<file path="src/hw/flash_seq_pkg.sv">
// Constants and types shared by the flash program/erase sequencer
package flash_seq_pkg;
	// Device command codes
	localparam logic [7:0] CMD_READ_STATUS = 8'h70;
	localparam logic [7:0] CMD_CHIP_ERASE = 8'h30;
	localparam logic [7:0] CMD_BLOCK_ERASE = 8'h20;
	localparam logic [7:0] CMD_CONFIRM = 8'hd0;
	localparam logic [7:0] CMD_WORD_WRITE = 8'h40;
	localparam logic [7:0] CMD_BUF_SETUP = 8'he8;
	localparam logic [7:0] CMD_LOCK_SETUP = 8'h60;
	localparam logic [7:0] CMD_LOCK_CONFIRM = 8'h01;
	localparam logic [7:0] CMD_READ_ARRAY = 8'hff;
	localparam logic [7:0] CMD_CLEAR_STATUS = 8'h50;
	// Status word bit positions
	localparam int ENGINE_READY_BIT = 7;
	localparam int ERASE_FAIL_BIT = 5;
	localparam int PROGRAM_FAIL_BIT = 4;
	localparam int SUPPLY_FAULT_BIT = 3;
	localparam int PROTECT_REFUSE_BIT = 1;
	localparam int BUFFER_AVAIL_BIT = 7;
	// Software register byte offsets
	localparam logic [7:0] REG_CTRL = 8'h00;
	localparam logic [7:0] REG_ADDR = 8'h04;
	localparam logic [7:0] REG_DATA = 8'h08;
	localparam logic [7:0] REG_BUF = 8'h0c;
	localparam logic [7:0] REG_STATUS = 8'h10;
	localparam logic [7:0] REG_RESULT = 8'h14;
	// Control word fields
	localparam int CTRL_OP_LSB = 0;
	localparam int CTRL_DEFER_BIT = 4;
	// Reset values
	localparam logic [31:0] RESET_WORD = 32'h0000_0000;
	// Bus phase timing
	localparam int CLK_PERIOD_NS = 100;
	localparam int T_PHASE_NS = 100;
	localparam int PHASE_CYCLES_RAW = (T_PHASE_NS + CLK_PERIOD_NS - 1) / CLK_PERIOD_NS;
	localparam int PHASE_CYCLES = (PHASE_CYCLES_RAW < 1) ? 1 : PHASE_CYCLES_RAW;
	localparam logic [1:0] PHASE_LAST = 2'h3;

	// Operations software can order
	typedef enum logic [3:0] {
		OP_CHIP_ERASE,
		OP_BLOCK_ERASE,
		OP_WORD_WRITE,
		OP_BUF_WRITE,
		OP_LOCK_SET,
		OP_CLEAR_STATUS,
		OP_READ_ARRAY,
		OP_CHECK
	} op_t;

	// Outcome of a full status check
	typedef enum logic [3:0] {
		ERR_NONE,
		ERR_SUPPLY,
		ERR_PROTECT,
		ERR_SEQUENCE,
		ERR_ERASE,
		ERR_PROGRAM
	} err_t;

	// One bus cycle toward the device
	typedef struct packed {
		logic is_read;
		logic [31:0] addr;
		logic [15:0] data;
	} bus_cycle_t;
endpackage : flash_seq_pkg

</file>
<file path="src/hw/flash_program_erase_sequencer.sv">
// Host-side sequencer driving a clockless parallel flash for program and erase
`timescale 1ns/100ps
`default_nettype none
module flash_program_erase_sequencer #(
	parameter int ADDR_W = 20,
	parameter int DATA_W = 16,
	parameter int BUF_DEPTH = 16,
	parameter int BLOCK_AW = 15
) (
	// Clock and reset
	input wire logic sys_clk_in,
	input wire logic reset_in,
	// Software register port
	input wire logic [7:0] reg_addr_in,
	input wire logic [31:0] reg_wdata_in,
	input wire logic reg_wr_in,
	input wire logic reg_rd_in,
	output logic [31:0] reg_rdata_out,
	// Flash pins
	output logic [ADDR_W-1:0] flash_addr_out,
	input wire logic [DATA_W-1:0] flash_dq_in,
	output logic [DATA_W-1:0] flash_dq_out,
	output logic flash_dq_oe_n_out,
	output logic flash_ce_n_out,
	output logic flash_we_n_out,
	output logic flash_oe_n_out
);
	localparam int IDX_W = $clog2(BUF_DEPTH + 1);

	typedef enum logic [3:0] {
		S_IDLE, S_PRE_CMD, S_PRE_RD, S_OP_CMD1, S_OP_CMD2, S_BUF_XSR, S_BUF_CNT,
		S_BUF_DAT, S_POLL_RD, S_CHECK, S_ARR_FF, S_ARR_RD, S_CLR
	} state_t;

	// Full status check in documented priority order
	function automatic flash_seq_pkg::err_t classify(input logic [7:0] sw);
		if (sw[flash_seq_pkg::SUPPLY_FAULT_BIT])
			return flash_seq_pkg::ERR_SUPPLY;
		if (sw[flash_seq_pkg::PROTECT_REFUSE_BIT])
			return flash_seq_pkg::ERR_PROTECT;
		if (sw[flash_seq_pkg::ERASE_FAIL_BIT] && sw[flash_seq_pkg::PROGRAM_FAIL_BIT])
			return flash_seq_pkg::ERR_SEQUENCE;
		if (sw[flash_seq_pkg::ERASE_FAIL_BIT])
			return flash_seq_pkg::ERR_ERASE;
		if (sw[flash_seq_pkg::PROGRAM_FAIL_BIT])
			return flash_seq_pkg::ERR_PROGRAM;
		return flash_seq_pkg::ERR_NONE;
	endfunction : classify

	state_t state_reg, state_next;
	flash_seq_pkg::op_t op_reg;
	flash_seq_pkg::err_t err_reg;
	flash_seq_pkg::bus_cycle_t cyc;
	logic [7:0] div_reg;
	logic [1:0] ph_reg;
	logic [ADDR_W-1:0] addr_reg;
	logic [DATA_W-1:0] data_reg;
	logic [DATA_W-1:0] buf_mem [BUF_DEPTH];
	logic [IDX_W-1:0] buf_cnt_reg;
	logic [IDX_W-1:0] buf_idx_reg;
	logic [DATA_W-1:0] sample_reg;
	logic [7:0] status_word_reg;
	logic [DATA_W-1:0] result_reg;
	logic defer_reg;
	logic err_pending_reg;
	logic refused_reg;
	logic unaligned_reg;

	// Phase divider and bus cycle progress
	wire tick = (div_reg == 8'(flash_seq_pkg::PHASE_CYCLES - 1));
	wire bus_state = (state_reg != S_IDLE) && (state_reg != S_CHECK);
	wire cyc_done = bus_state && tick && (ph_reg == flash_seq_pkg::PHASE_LAST);
	wire sample_now = bus_state && cyc.is_read && tick && (ph_reg == 2'h2);
	wire strobe_ph = (ph_reg == 2'h1) || (ph_reg == 2'h2);
	// ready taken from bit 7 of the word read
	wire ready = sample_reg[flash_seq_pkg::ENGINE_READY_BIT];
	// only bit 7 of buffer status is looked at
	wire buf_avail = sample_reg[flash_seq_pkg::BUFFER_AVAIL_BIT];

	// Register port decode
	wire wr_ctrl = reg_wr_in && (reg_addr_in == flash_seq_pkg::REG_CTRL);
	wire wr_buf = reg_wr_in && (reg_addr_in == flash_seq_pkg::REG_BUF);
	wire [3:0] new_op = reg_wdata_in[flash_seq_pkg::CTRL_OP_LSB +: 4];
	wire new_is_clear = (new_op == 4'(flash_seq_pkg::OP_CLEAR_STATUS));
	wire op_known = (new_op <= 4'(flash_seq_pkg::OP_CHECK));
	// after a check reports an error only clear-status is accepted
	wire blocked = err_pending_reg && !new_is_clear;
	wire start = wr_ctrl && (state_reg == S_IDLE) && op_known && !blocked;
	wire refuse = wr_ctrl && !start;
	// start off a buffer boundary is flagged
	wire misalign = (op_reg == flash_seq_pkg::OP_BUF_WRITE) &&
		(addr_reg[$clog2(BUF_DEPTH)-1:0] != '0);
	// host sends at most one buffered word past the start block, then stops
	wire [ADDR_W-1:0] buf_addr = addr_reg + ADDR_W'(buf_idx_reg);
	wire in_block = (buf_addr[ADDR_W-1:BLOCK_AW] == addr_reg[ADDR_W-1:BLOCK_AW]);
	wire [IDX_W-1:0] cnt_eff = (buf_cnt_reg == '0) ? IDX_W'(1) : buf_cnt_reg;
	wire last_dat = (buf_idx_reg == cnt_eff - IDX_W'(1)) || !in_block;

	wire [31:0] status_rd = {8'h00, 8'(buf_cnt_reg), status_word_reg, err_reg,
		unaligned_reg, refused_reg, err_pending_reg, (state_reg != S_IDLE)};
	wire [31:0] rd_word =
		(reg_addr_in == flash_seq_pkg::REG_CTRL) ? {27'h0, defer_reg, 4'(op_reg)} :
		(reg_addr_in == flash_seq_pkg::REG_ADDR) ? 32'(addr_reg) :
		(reg_addr_in == flash_seq_pkg::REG_DATA) ? 32'(data_reg) :
		(reg_addr_in == flash_seq_pkg::REG_STATUS) ? status_rd :
		(reg_addr_in == flash_seq_pkg::REG_RESULT) ? 32'(result_reg) : 32'h0000_0000;

	// Bus cycle of the present state
	always_comb begin
		cyc = '0;
		cyc.addr = 32'(addr_reg);
		unique case (state_reg)
			S_PRE_CMD: cyc.data = 16'(flash_seq_pkg::CMD_READ_STATUS);
			S_PRE_RD, S_POLL_RD, S_BUF_XSR, S_ARR_RD: cyc.is_read = 1'b1;
			S_OP_CMD1: begin
				unique case (op_reg)
					flash_seq_pkg::OP_CHIP_ERASE: cyc.data = 16'(flash_seq_pkg::CMD_CHIP_ERASE);
					flash_seq_pkg::OP_BLOCK_ERASE: cyc.data = 16'(flash_seq_pkg::CMD_BLOCK_ERASE);
					flash_seq_pkg::OP_WORD_WRITE: cyc.data = 16'(flash_seq_pkg::CMD_WORD_WRITE);
					flash_seq_pkg::OP_BUF_WRITE: cyc.data = 16'(flash_seq_pkg::CMD_BUF_SETUP);
					default: cyc.data = 16'(flash_seq_pkg::CMD_LOCK_SETUP);
				endcase
			end
			S_OP_CMD2: begin
				if (op_reg == flash_seq_pkg::OP_WORD_WRITE)
					cyc.data = 16'(data_reg);
				else if (op_reg == flash_seq_pkg::OP_LOCK_SET)
					cyc.data = 16'(flash_seq_pkg::CMD_LOCK_CONFIRM);
				else
					cyc.data = 16'(flash_seq_pkg::CMD_CONFIRM);
			end
			// count minus one on low lines
			S_BUF_CNT: cyc.data = {8'h00, 8'(cnt_eff - IDX_W'(1))};
			// data from the start address upward
			S_BUF_DAT: begin
				cyc.addr = 32'(buf_addr);
				cyc.data = 16'(buf_mem[buf_idx_reg[$clog2(BUF_DEPTH)-1:0]]);
			end
			S_ARR_FF: cyc.data = 16'(flash_seq_pkg::CMD_READ_ARRAY);
			S_CLR: cyc.data = 16'(flash_seq_pkg::CMD_CLEAR_STATUS);
			default: cyc.data = 16'h0000;
		endcase
	end

	// Sequence of bus cycles per operation
	always_comb begin
		state_next = state_reg;
		unique case (state_reg)
			S_IDLE: if (start) state_next = S_PRE_CMD;
			S_PRE_CMD: if (cyc_done) state_next = S_PRE_RD;
			S_PRE_RD: begin
				if (cyc_done) begin
					// wait for ready before any new command
					if (!ready)
						state_next = S_PRE_CMD;
					else if (op_reg == flash_seq_pkg::OP_CLEAR_STATUS)
						state_next = S_CLR;
					else if (op_reg == flash_seq_pkg::OP_READ_ARRAY)
						state_next = S_ARR_FF;
					else if (op_reg == flash_seq_pkg::OP_CHECK)
						state_next = S_CHECK;
					else
						state_next = S_OP_CMD1;
				end
			end
			S_OP_CMD1: begin
				if (cyc_done)
					state_next = (op_reg == flash_seq_pkg::OP_BUF_WRITE) ? S_BUF_XSR : S_OP_CMD2;
			end
			S_BUF_XSR: if (cyc_done) state_next = buf_avail ? S_BUF_CNT : S_OP_CMD1;
			S_BUF_CNT: if (cyc_done) state_next = S_BUF_DAT;
			S_BUF_DAT: if (cyc_done && last_dat) state_next = S_OP_CMD2;
			S_OP_CMD2: if (cyc_done) state_next = S_POLL_RD;
			// reads now return status while busy
			S_POLL_RD: begin
				if (cyc_done && ready)
					state_next = defer_reg ? S_IDLE : S_CHECK;
			end
			S_CHECK: state_next = S_IDLE;
			S_ARR_FF: if (cyc_done) state_next = S_ARR_RD;
			S_ARR_RD, S_CLR: if (cyc_done) state_next = S_IDLE;
			default: state_next = S_IDLE;
		endcase
	end

	// Divider and phase counter
	always_ff @(posedge sys_clk_in) begin
		if (reset_in || tick)
			div_reg <= 8'h00;
		else
			div_reg <= div_reg + 8'h01;
		if (reset_in || !bus_state || state_next != state_reg)
			ph_reg <= 2'h0;
		else if (tick)
			ph_reg <= ph_reg + 2'h1;
	end

	// Pin drivers, registered; strobes low in phases 1 and 2
	always_ff @(posedge sys_clk_in) begin
		flash_ce_n_out <= reset_in || !bus_state;
		flash_we_n_out <= reset_in || !(bus_state && !cyc.is_read && strobe_ph);
		flash_oe_n_out <= reset_in || !(bus_state && cyc.is_read && strobe_ph);
		flash_dq_oe_n_out <= reset_in || !(bus_state && !cyc.is_read);
		flash_addr_out <= reset_in ? '0 : cyc.addr[ADDR_W-1:0];
		flash_dq_out <= reset_in ? '0 : cyc.data[DATA_W-1:0];
	end

	// Main state and read sample
	always_ff @(posedge sys_clk_in) begin
		state_reg <= reset_in ? S_IDLE : state_next;
		if (reset_in)
			sample_reg <= '0;
		else if (sample_now)
			sample_reg <= flash_dq_in;
	end

	// Buffer index walks the data items
	always_ff @(posedge sys_clk_in) begin
		if (reset_in || state_reg != S_BUF_DAT)
			buf_idx_reg <= '0;
		else if (cyc_done)
			buf_idx_reg <= buf_idx_reg + IDX_W'(1);
	end

	// Software writes; buffer pushes stop when full
	always_ff @(posedge sys_clk_in) begin
		if (reset_in) begin
			addr_reg <= '0;
			data_reg <= '0;
			buf_cnt_reg <= '0;
			defer_reg <= 1'b0;
			op_reg <= flash_seq_pkg::OP_CHIP_ERASE;
		end else begin
			if (reg_wr_in && reg_addr_in == flash_seq_pkg::REG_ADDR)
				addr_reg <= reg_wdata_in[ADDR_W-1:0];
			if (reg_wr_in && reg_addr_in == flash_seq_pkg::REG_DATA)
				data_reg <= reg_wdata_in[DATA_W-1:0];
			if (start) begin
				op_reg <= flash_seq_pkg::op_t'(new_op);
				defer_reg <= reg_wdata_in[flash_seq_pkg::CTRL_DEFER_BIT];
			end
			if (start && new_op == 4'(flash_seq_pkg::OP_BUF_WRITE))
				buf_cnt_reg <= buf_cnt_reg;
			else if (state_reg == S_OP_CMD2 && cyc_done)
				buf_cnt_reg <= '0;
			else if (wr_buf && buf_cnt_reg < IDX_W'(BUF_DEPTH))
				buf_cnt_reg <= buf_cnt_reg + IDX_W'(1);
		end
	end

	// Buffer storage, flip-flops addressed by count
	always_ff @(posedge sys_clk_in) begin
		for (int i = 0; i < BUF_DEPTH; i++) begin
			if (wr_buf && buf_cnt_reg == IDX_W'(i))
				buf_mem[i] <= reg_wdata_in[DATA_W-1:0];
		end
	end

	// Status and result capture
	always_ff @(posedge sys_clk_in) begin
		if (reset_in) begin
			status_word_reg <= 8'h00;
			result_reg <= '0;
			err_reg <= flash_seq_pkg::ERR_NONE;
			err_pending_reg <= 1'b0;
			refused_reg <= 1'b0;
			unaligned_reg <= 1'b0;
		end else begin
			if (cyc_done && (state_reg == S_PRE_RD || state_reg == S_POLL_RD))
				status_word_reg <= sample_reg[7:0];
			if (cyc_done && state_reg == S_ARR_RD)
				result_reg <= sample_reg;
			else if (cyc_done && state_reg == S_BUF_XSR)
				result_reg <= {{(DATA_W-1){1'b0}}, buf_avail};
			// device keeps bits, one check sees them all
			// deferred check through the check order
			// aborted buffer shows as sequence error
			if (state_reg == S_CHECK) begin
				err_reg <= classify(status_word_reg);
				err_pending_reg <= (classify(status_word_reg) != flash_seq_pkg::ERR_NONE);
			end else if (state_reg == S_CLR && cyc_done) begin
				err_reg <= flash_seq_pkg::ERR_NONE;
				err_pending_reg <= 1'b0;
			end
			if (refuse)
				refused_reg <= 1'b1;
			else if (start)
				refused_reg <= 1'b0;
			if (state_reg == S_OP_CMD1)
				unaligned_reg <= misalign;
		end
	end

	// Read data stands only in the cycle after the strobe
	always_ff @(posedge sys_clk_in) begin
		if (reset_in || !reg_rd_in)
			reg_rdata_out <= flash_seq_pkg::RESET_WORD;
		else
			reg_rdata_out <= rd_word;
	end
endmodule : flash_program_erase_sequencer
`default_nettype wire

</file>
<file path="config.mk">
export PLATFORM = sky130hd
export DESIGN_NAME = flash_program_erase_sequencer
export DESIGN_NICKNAME = d
export VERILOG_FILES = /design/src/hw/flash_seq_pkg.sv /design/src/hw/flash_program_erase_sequencer.sv
export SDC_FILE = /design/constraint.sdc
export NUM_CORES = 1
export LEC_CHECK = 0
export CAP_MARGIN = 20
export CORE_UTILIZATION = 40
export CTS_CLUSTER_SIZE = 10
export DETAILED_ROUTE_END_ITERATION = 10
export DONT_BUFFER_PORTS = 1
export MAX_ROUTING_LAYER = met4
export PLACE_DENSITY_LB_ADDON = 0.05
export SLEW_MARGIN = 0
export SYNTH_ARGS = -nofsm -noshare
export SYNTH_HDL_FRONTEND = slang
export SYNTH_SLANG_ARGS = --single-unit
</file>
<file path="constraint.sdc">
create_clock -name sys_clk_in -period 4.5 [get_ports sys_clk_in]
set_clock_uncertainty 0.05 [all_clocks]
set_input_delay 0.225 -clock sys_clk_in [delete_from_list [all_inputs] [get_ports sys_clk_in]]
set_output_delay 0.225 -clock sys_clk_in [all_outputs]
set_load 0.02 [all_outputs]
</file>
==> impl_metrics.ini, run 1 <==
[sta]
rsz0062_at_grt = false
max_freq_ghz = 0.285
slew_violations = 0
period_minus_slack_ps = 3510
finalSetupViolations = 0
hold_viol = 0
fin_crit_sh = 0.779
setup_slack_ps = 993
tns_ps = 0
worst_slew_pin_slew_ps = 1130
relSlewSlack = 0.247

[clock_network]
clock_sinks = 432
cts_buffers = 50
cts_tree = yes
cts_setup_buffers = 0
htreeDepth = 2
clk_pin_slew_ps = 50
cts_hold_buf = 40
post_cts_resized = 0
clockBufferDepth = 3
cts_root_buffer = clkbuf_16
clock_latency_ps = 600

[logic_synthesis]
yosys-top-cells-area = edfxtp_1 (44%), dfxtp_1 (20%), mux4_2 (10%)
ys_top_cells_by_count = edfxtp_1 (256), dfxtp_1 (176), nand2_1 (174), nor2_1 (127), a21oi_1 (96)
synthArstFlopShare = 0
yosysSeqAreaShare = 0.644
netlist_instances = 1320
post-synth-top-area-cell = edfxtp_1
syn_area_per_cell_um2 = 13.2
yosys.area.top_type_share = 0.442
synth_edf_count = 256
synth_cell_types = 63
ys.flop_type = edfxtp_1
synth.most_common_cell = edfxtp_1
netlist_area_mm2 = 0.0174
yosysWarnings = 0
ys_ff_latch = 432

[finish]
reg_top3 = buf_mem (256), reg_rdata_out (21)
design_area_mm2 = 0.0199
final_layout_size_suffix_gt1_frac = 0.142
largest_reg_flops = 256
stdcell_count = 1977
fin_nets = 1436
top_register = buf_mem
fillers = 3954
area_delta_synth_final_pct = 14.6

[run]
max_cap_violations = 0

[status]
outcome = complete, no violations

[setup_path]
critPathKind = reg -> reg
critical_path_required_ps = 4900
crit_fanout = 9
cp.arrival_ps = 3910
cp-start-kind = flop
endpoint_kind = flop

[grt]
grt.overflow.total = 0
antenna_found_initial = 2
grt_pass1_vias = 10650
grt_pass1_wl_um = 70100
gr-usage-all-layers = 0.223
grt_max_degree = 125

[die]
core_mm2 = 0.0430
die_h_um = 211
die_width_um = 211
io_pins = 132
start_util = 0.405
die_area_mm2 = 0.0444
rows = 76

[placed_design]
place.gp.congestion = 0.889
io_buffers = 0
dp_hpwl_um = 29200
placed_cell_area_mm2 = 0.0181
dp_cells = 1849
pre_cts_ws_ps = 944

[detailed_routing]
routed_wl_um = 47500
drc = 0
vias_per_cell = 5.46
first_iter_violations = 869
drtPass1Iterations = 8
vias = 10802
antenna_left = 0
avgRoutedWirePerCell_um = 24.1

[power]
power_density_mw_per_mm2 = 399
ir_drop_mv = 0.307
leakagePower_uw = 0.00625

[min_path]
timing.hold.worst.class = in -> reg
[metal layers]
metal | up-vias | wire length (um) | GRT usage
met5 | - | 0 | -
met4 | 0 | 1280 | 0.0677
met3 | 80 | 2500 | 0.0369
met2 | 306 | 22100 | 0.343
met1 | 5457 | 21700 | 0.303
li1 | 4959 | - | -
[worst max-delay path, cell delays in order, from the launching register on]
cell and delay, ps:
dfxtp_1 520, inv_1 110, ha_1 260, a31oi_1 500, ha_1 280, xnor2_1 170
xor2_1 170, nand2_1 60, nor4_1 320, a311oi_1 150, a2111oi_0 660, nor4_1 120
[through the flow]
step | util | power [uW] | hold slack (ps)
5_1_grt | 0.464 | 8210 | 54.7
3_3_place_gp | 0.420 | 4290 | 259
3_5_place_dp | 0.420 | 4290 | 255
2_1_floorplan | - | 4310 | 274
4_1_cts | 0.463 | 8050 | 6.19
6_report | 0.464 | 7970 | 61.4
[layout by cell type, fill, tap and decap left out, types with 5 or more instances in the layout]
| cell | synthesis | final |
|---|---|---|
| a31oi_1 | 11 | 11 |
| nor2_1 | 127 | 110 |
| buf_4 | 11 | 25 |
| o21ai_0 | 13 | 13 |
| a211oi_1 | 5 | 5 |
| mux4_2 | 80 | 80 |
| and3_1 | 8 | 8 |
| nor2b_1 | 6 | 6 |
| nand3_1 | 22 | 22 |
| nand2_1 | 174 | 174 |
| conb_1 | 1 | 11 |
| a21oi_1 | 96 | 96 |
| a21o_1 | 6 | 6 |
| nor3_1 | 22 | 21 |
| nor4_1 | 11 | 10 |
| clkbuf_16 | 0 | 50 |
| xor2_1 | 25 | 25 |
| clkbuf_1 | 72 | 28 |
| nand4_1 | 8 | 8 |
| ha_1 | 17 | 17 |
| edfxtp_1 | 256 | 256 |
| a22oi_1 | 25 | 25 |
| nor2_2 | 1 | 17 |
| mux2i_1 | 26 | 26 |
| nand2b_1 | 9 | 9 |
| inv_1 | 17 | 17 |
| dlygate4sd3_1 | 0 | 40 |
| xnor2_1 | 18 | 18 |
| a222oi_1 | 11 | 11 |
| dfxtp_1 | 176 | 173 |
[kinds of logic (layout without fill, tap and decap cells)]
logic type / count (synthesis) / count (layout) / synth area share
compound gates: 192 / 192 / 0.0687
flops: 432 / 432 / 0.644
xor+xnor: 43 / 43 / 0.0216
other cells: 1 / 12 / 0.000215
buf+inv: 111 / 172 / 0.0265
fa+ha+maj: 18 / 18 / 0.0134
mux: 106 / 106 / 0.118
simple gates: 417 / 417 / 0.107
[path summary, 6_finish.rpt]
check | from | end | slack [ps] | cells past startpoint
max | buf_cnt_reg[0]$_SDFFE_PP0P_ | ph_reg[1]$_SDFFE_PP0N_ | 990 | 11
min | reg_addr_in[2] | reg_rdata_out[11]$_SDFF_PP0_ | 60 | 4
max reg2reg | buf_cnt_reg[0]$_SDFFE_PP0P_ | ph_reg[1]$_SDFFE_PP0N_ | 990 | 11
min reg2reg | result_reg[7]$_SDFFE_PP0P_ | result_reg[7]$_SDFFE_PP0P_ | 410 | 2
[layout make-up]
class / instances / area (um^2) / share of cell area
sequential: 432 / 11200 / 0.563
multi-input combinational: 787 / 5830 / 0.292
clock buffer: 81 / 1400 / 0.0701
tap: 585 / 732 / 0.0367
timing repair buffer: 68 / 647 / 0.0324
inverter: 19 / 71.3 / 0.00358
clock inverter: 4 / 46.3 / 0.00232
antenna: 1 / 2.50 / 0.000125
[report_power, final]
group          total [uW]  switching [uW]  leakage (uW)  internal, uW
clock                3670            1560      0.000695          2110
sequential           4180            1.08       0.00372          4180
combinational         115            84.2       0.00183          30.7
No activity file was read; power rests on OpenSTA's default activity.
==> run 2: changes to the inputs <==
clock period = 2.8 ns   (was 4.5 ns; I/O delays follow)
==> run 2 against run 1 <==
Effect of this change:
- critical path depth fell by 5
- count of clock-buffer cells in the layout fell by 21
- combinational power rose by 63%
- final area rose by 4.0%
- sequential power rose by 61%
- largest power group unchanged
- critical path type unchanged
==> impl_metrics.ini, run 2 (synthesis results as in run 1) <==
[status]
outcome = complete, no violations

[finish]
multi_input_area_mm2 = 0.00595
final_common_cell = edfxtp_1
area_delta_synth_final_pct = 19.2
final_cell_mix = edfxtp_1 (256), nand2_1 (174), dfxtp_1 (173)
reg_top3 = buf_mem (256), reg_rdata_out (21)
fin_nets = 1513
fillers = 3852
top_register = buf_mem
postLayoutCoreUtil = 0.483
seqCellArea_mm2 = 0.0112
final_layout_size_suffix_gt1_frac = 0.197
largest_reg_flops = 256

[power]
ir_drop_mv = 0.425
leakagePower_uw = 0.00667
power_density_mw_per_mm2 = 605

[clock_network]
clock_sinks = 432
cts_buffers = 49
clock_latency_ps = 600
cts_tree = yes
clk_pin_slew_ps = 60
cts_root_buffer = clkbuf_16
clockBufferDepth = 3
htreeDepth = 2

[setup_path]
crit_start = div_reg[2]$_SDFF_PP0_
cpMostUsedCell = or4_4
crit_path_cell_trace = or4_1 -> or4_4 -> o211a_1 -> a211o_1 -> or4_4 -> nor4_2
critical_path_required_ps = 3260
crit_cells = 6
rr_worst_depth = 6
path_buf_inv = 0
cp.arrival_ps = 3160
timing.rr.start = div_reg[2]$_SDFF_PP0_
critPathKind = reg -> reg
endpoint_kind = flop
crit_path_max_incr_delay_ps = 520
crit_fanout = 4
cpLargestDelayFamily = simple AND/OR/NAND/NOR gates
cpMaxStageDelayCell = or4_1
cp-start-kind = flop

[die]
start_util = 0.405
die_width_um = 211
rows = 76
core_mm2 = 0.0430
die_h_um = 211
io_pins = 132
die_area_mm2 = 0.0444

[grt]
grt_max_degree = 127
grt_pass1_vias = 11137
grt_pass1_wl_um = 71900
antenna_found_initial = 6
gr-usage-all-layers = 0.228
grt.overflow.total = 0

[sta]
max_freq_ghz = 0.370
period_minus_slack_ps = 2700
rsz0062_at_grt = false
worst_hold_slack_ps = 69.5
finalSetupViolations = 0
relSlewSlack = 0.412
slew_violations = 0
fin_crit_sh = 0.964
hold_viol = 0
worst_slew_pin_slew_ps = 879

[detailed_routing]
vias_per_cell = 5.43
avgRoutedWirePerCell_um = 23.8
routed_wl_um = 48400
antenna_left = 0
drtPass1Iterations = 7
first_iter_violations = 853
vias = 11052
drc = 0

[run]
max_cap_violations = 0

[min_path]
hp-start = reg_wdata_in[2]
timing.hold.worst.class = in -> reg
min_path_cells = 5

[placed_design]
place.gp.congestion = 0.893
dp_hpwl_um = 31400
io_buffers = 0
## run 2: cell count changes in the layout (fill, tap and decap cells not counted), sizes merged
cell,previous run,this run
buf,28,104
clkbuf,81,60
clkinv,3,2
diode,1,5
dlygate4sd3,40,42
## run 2: where the power goes
part	internal (uW)	switching, uW
Combinational	50.4	137
Clock	3220	2410
Sequential	6720	1.32
Total	9990	2550
## run 2: layout make-up
class                      instances  share of cell area
inverter                          19             0.00344
multi-input combinational        787               0.287
antenna                            5            0.000603
clock buffer                      60              0.0626
timing repair buffer             146              0.0685
clock inverter                     3             0.00205
tap                              585              0.0353
sequential                       432               0.541
## run 2: path summary, 6_finish.rpt
check | slack, ps | end
worst max-delay path | 100 | ph_reg[0]$_SDFFE_PP0N_
worst min-delay path | 70 | op_reg[2]$_SDFFE_PP0P_
worst max register to register | 100 | ph_reg[0]$_SDFFE_PP0N_
worst min register to register | 410 | result_reg[14]$_SDFFE_PP0P_
## run 2: what timing repair did
item                                    CTS  global route
hold endpoints to repair                416             0
setup buffers                             0             0
gates cloned                              0             0
hold buffers                             43             0
gates resized for setup                   4            17
endpoints found under the setup margin    2             2
pin swaps                                 0             4
## run 2: metal layers
| layer | part of all wire | wire length, um | track usage | vias up |
|---|---|---|---|---|
| li1 | - | - | - | 5099 |
| met1 | 0.45 | 22000 | 0.308 | 5585 |
| met2 | 0.46 | 22500 | 0.347 | 287 |
| met3 | 0.054 | 2620 | 0.0444 | 81 |
| met4 | 0.027 | 1320 | 0.0722 | 0 |
| met5 | 0 | 0 | - | - |
## run 2: stage by stage
step	cells	setup slack (ps)	area (um^2)	TNS, ps	total power (uW)
finish	2037	99.9	20700	0	12500
global route	2037	1.80	20700	0	13000
CTS	2032	9.13	20600	0	12700
detailed placement	1926	-139	18800	-268	6890
global placement	1926	-128	18800	-251	6890
floorplan	1330	41.0	17500	0	6920
## run 2: tightest hold or removal path: cells and delay by family
kind / cells / cell delay [ps]
compound gates: 1 / 110
simple gates: 4 / 420
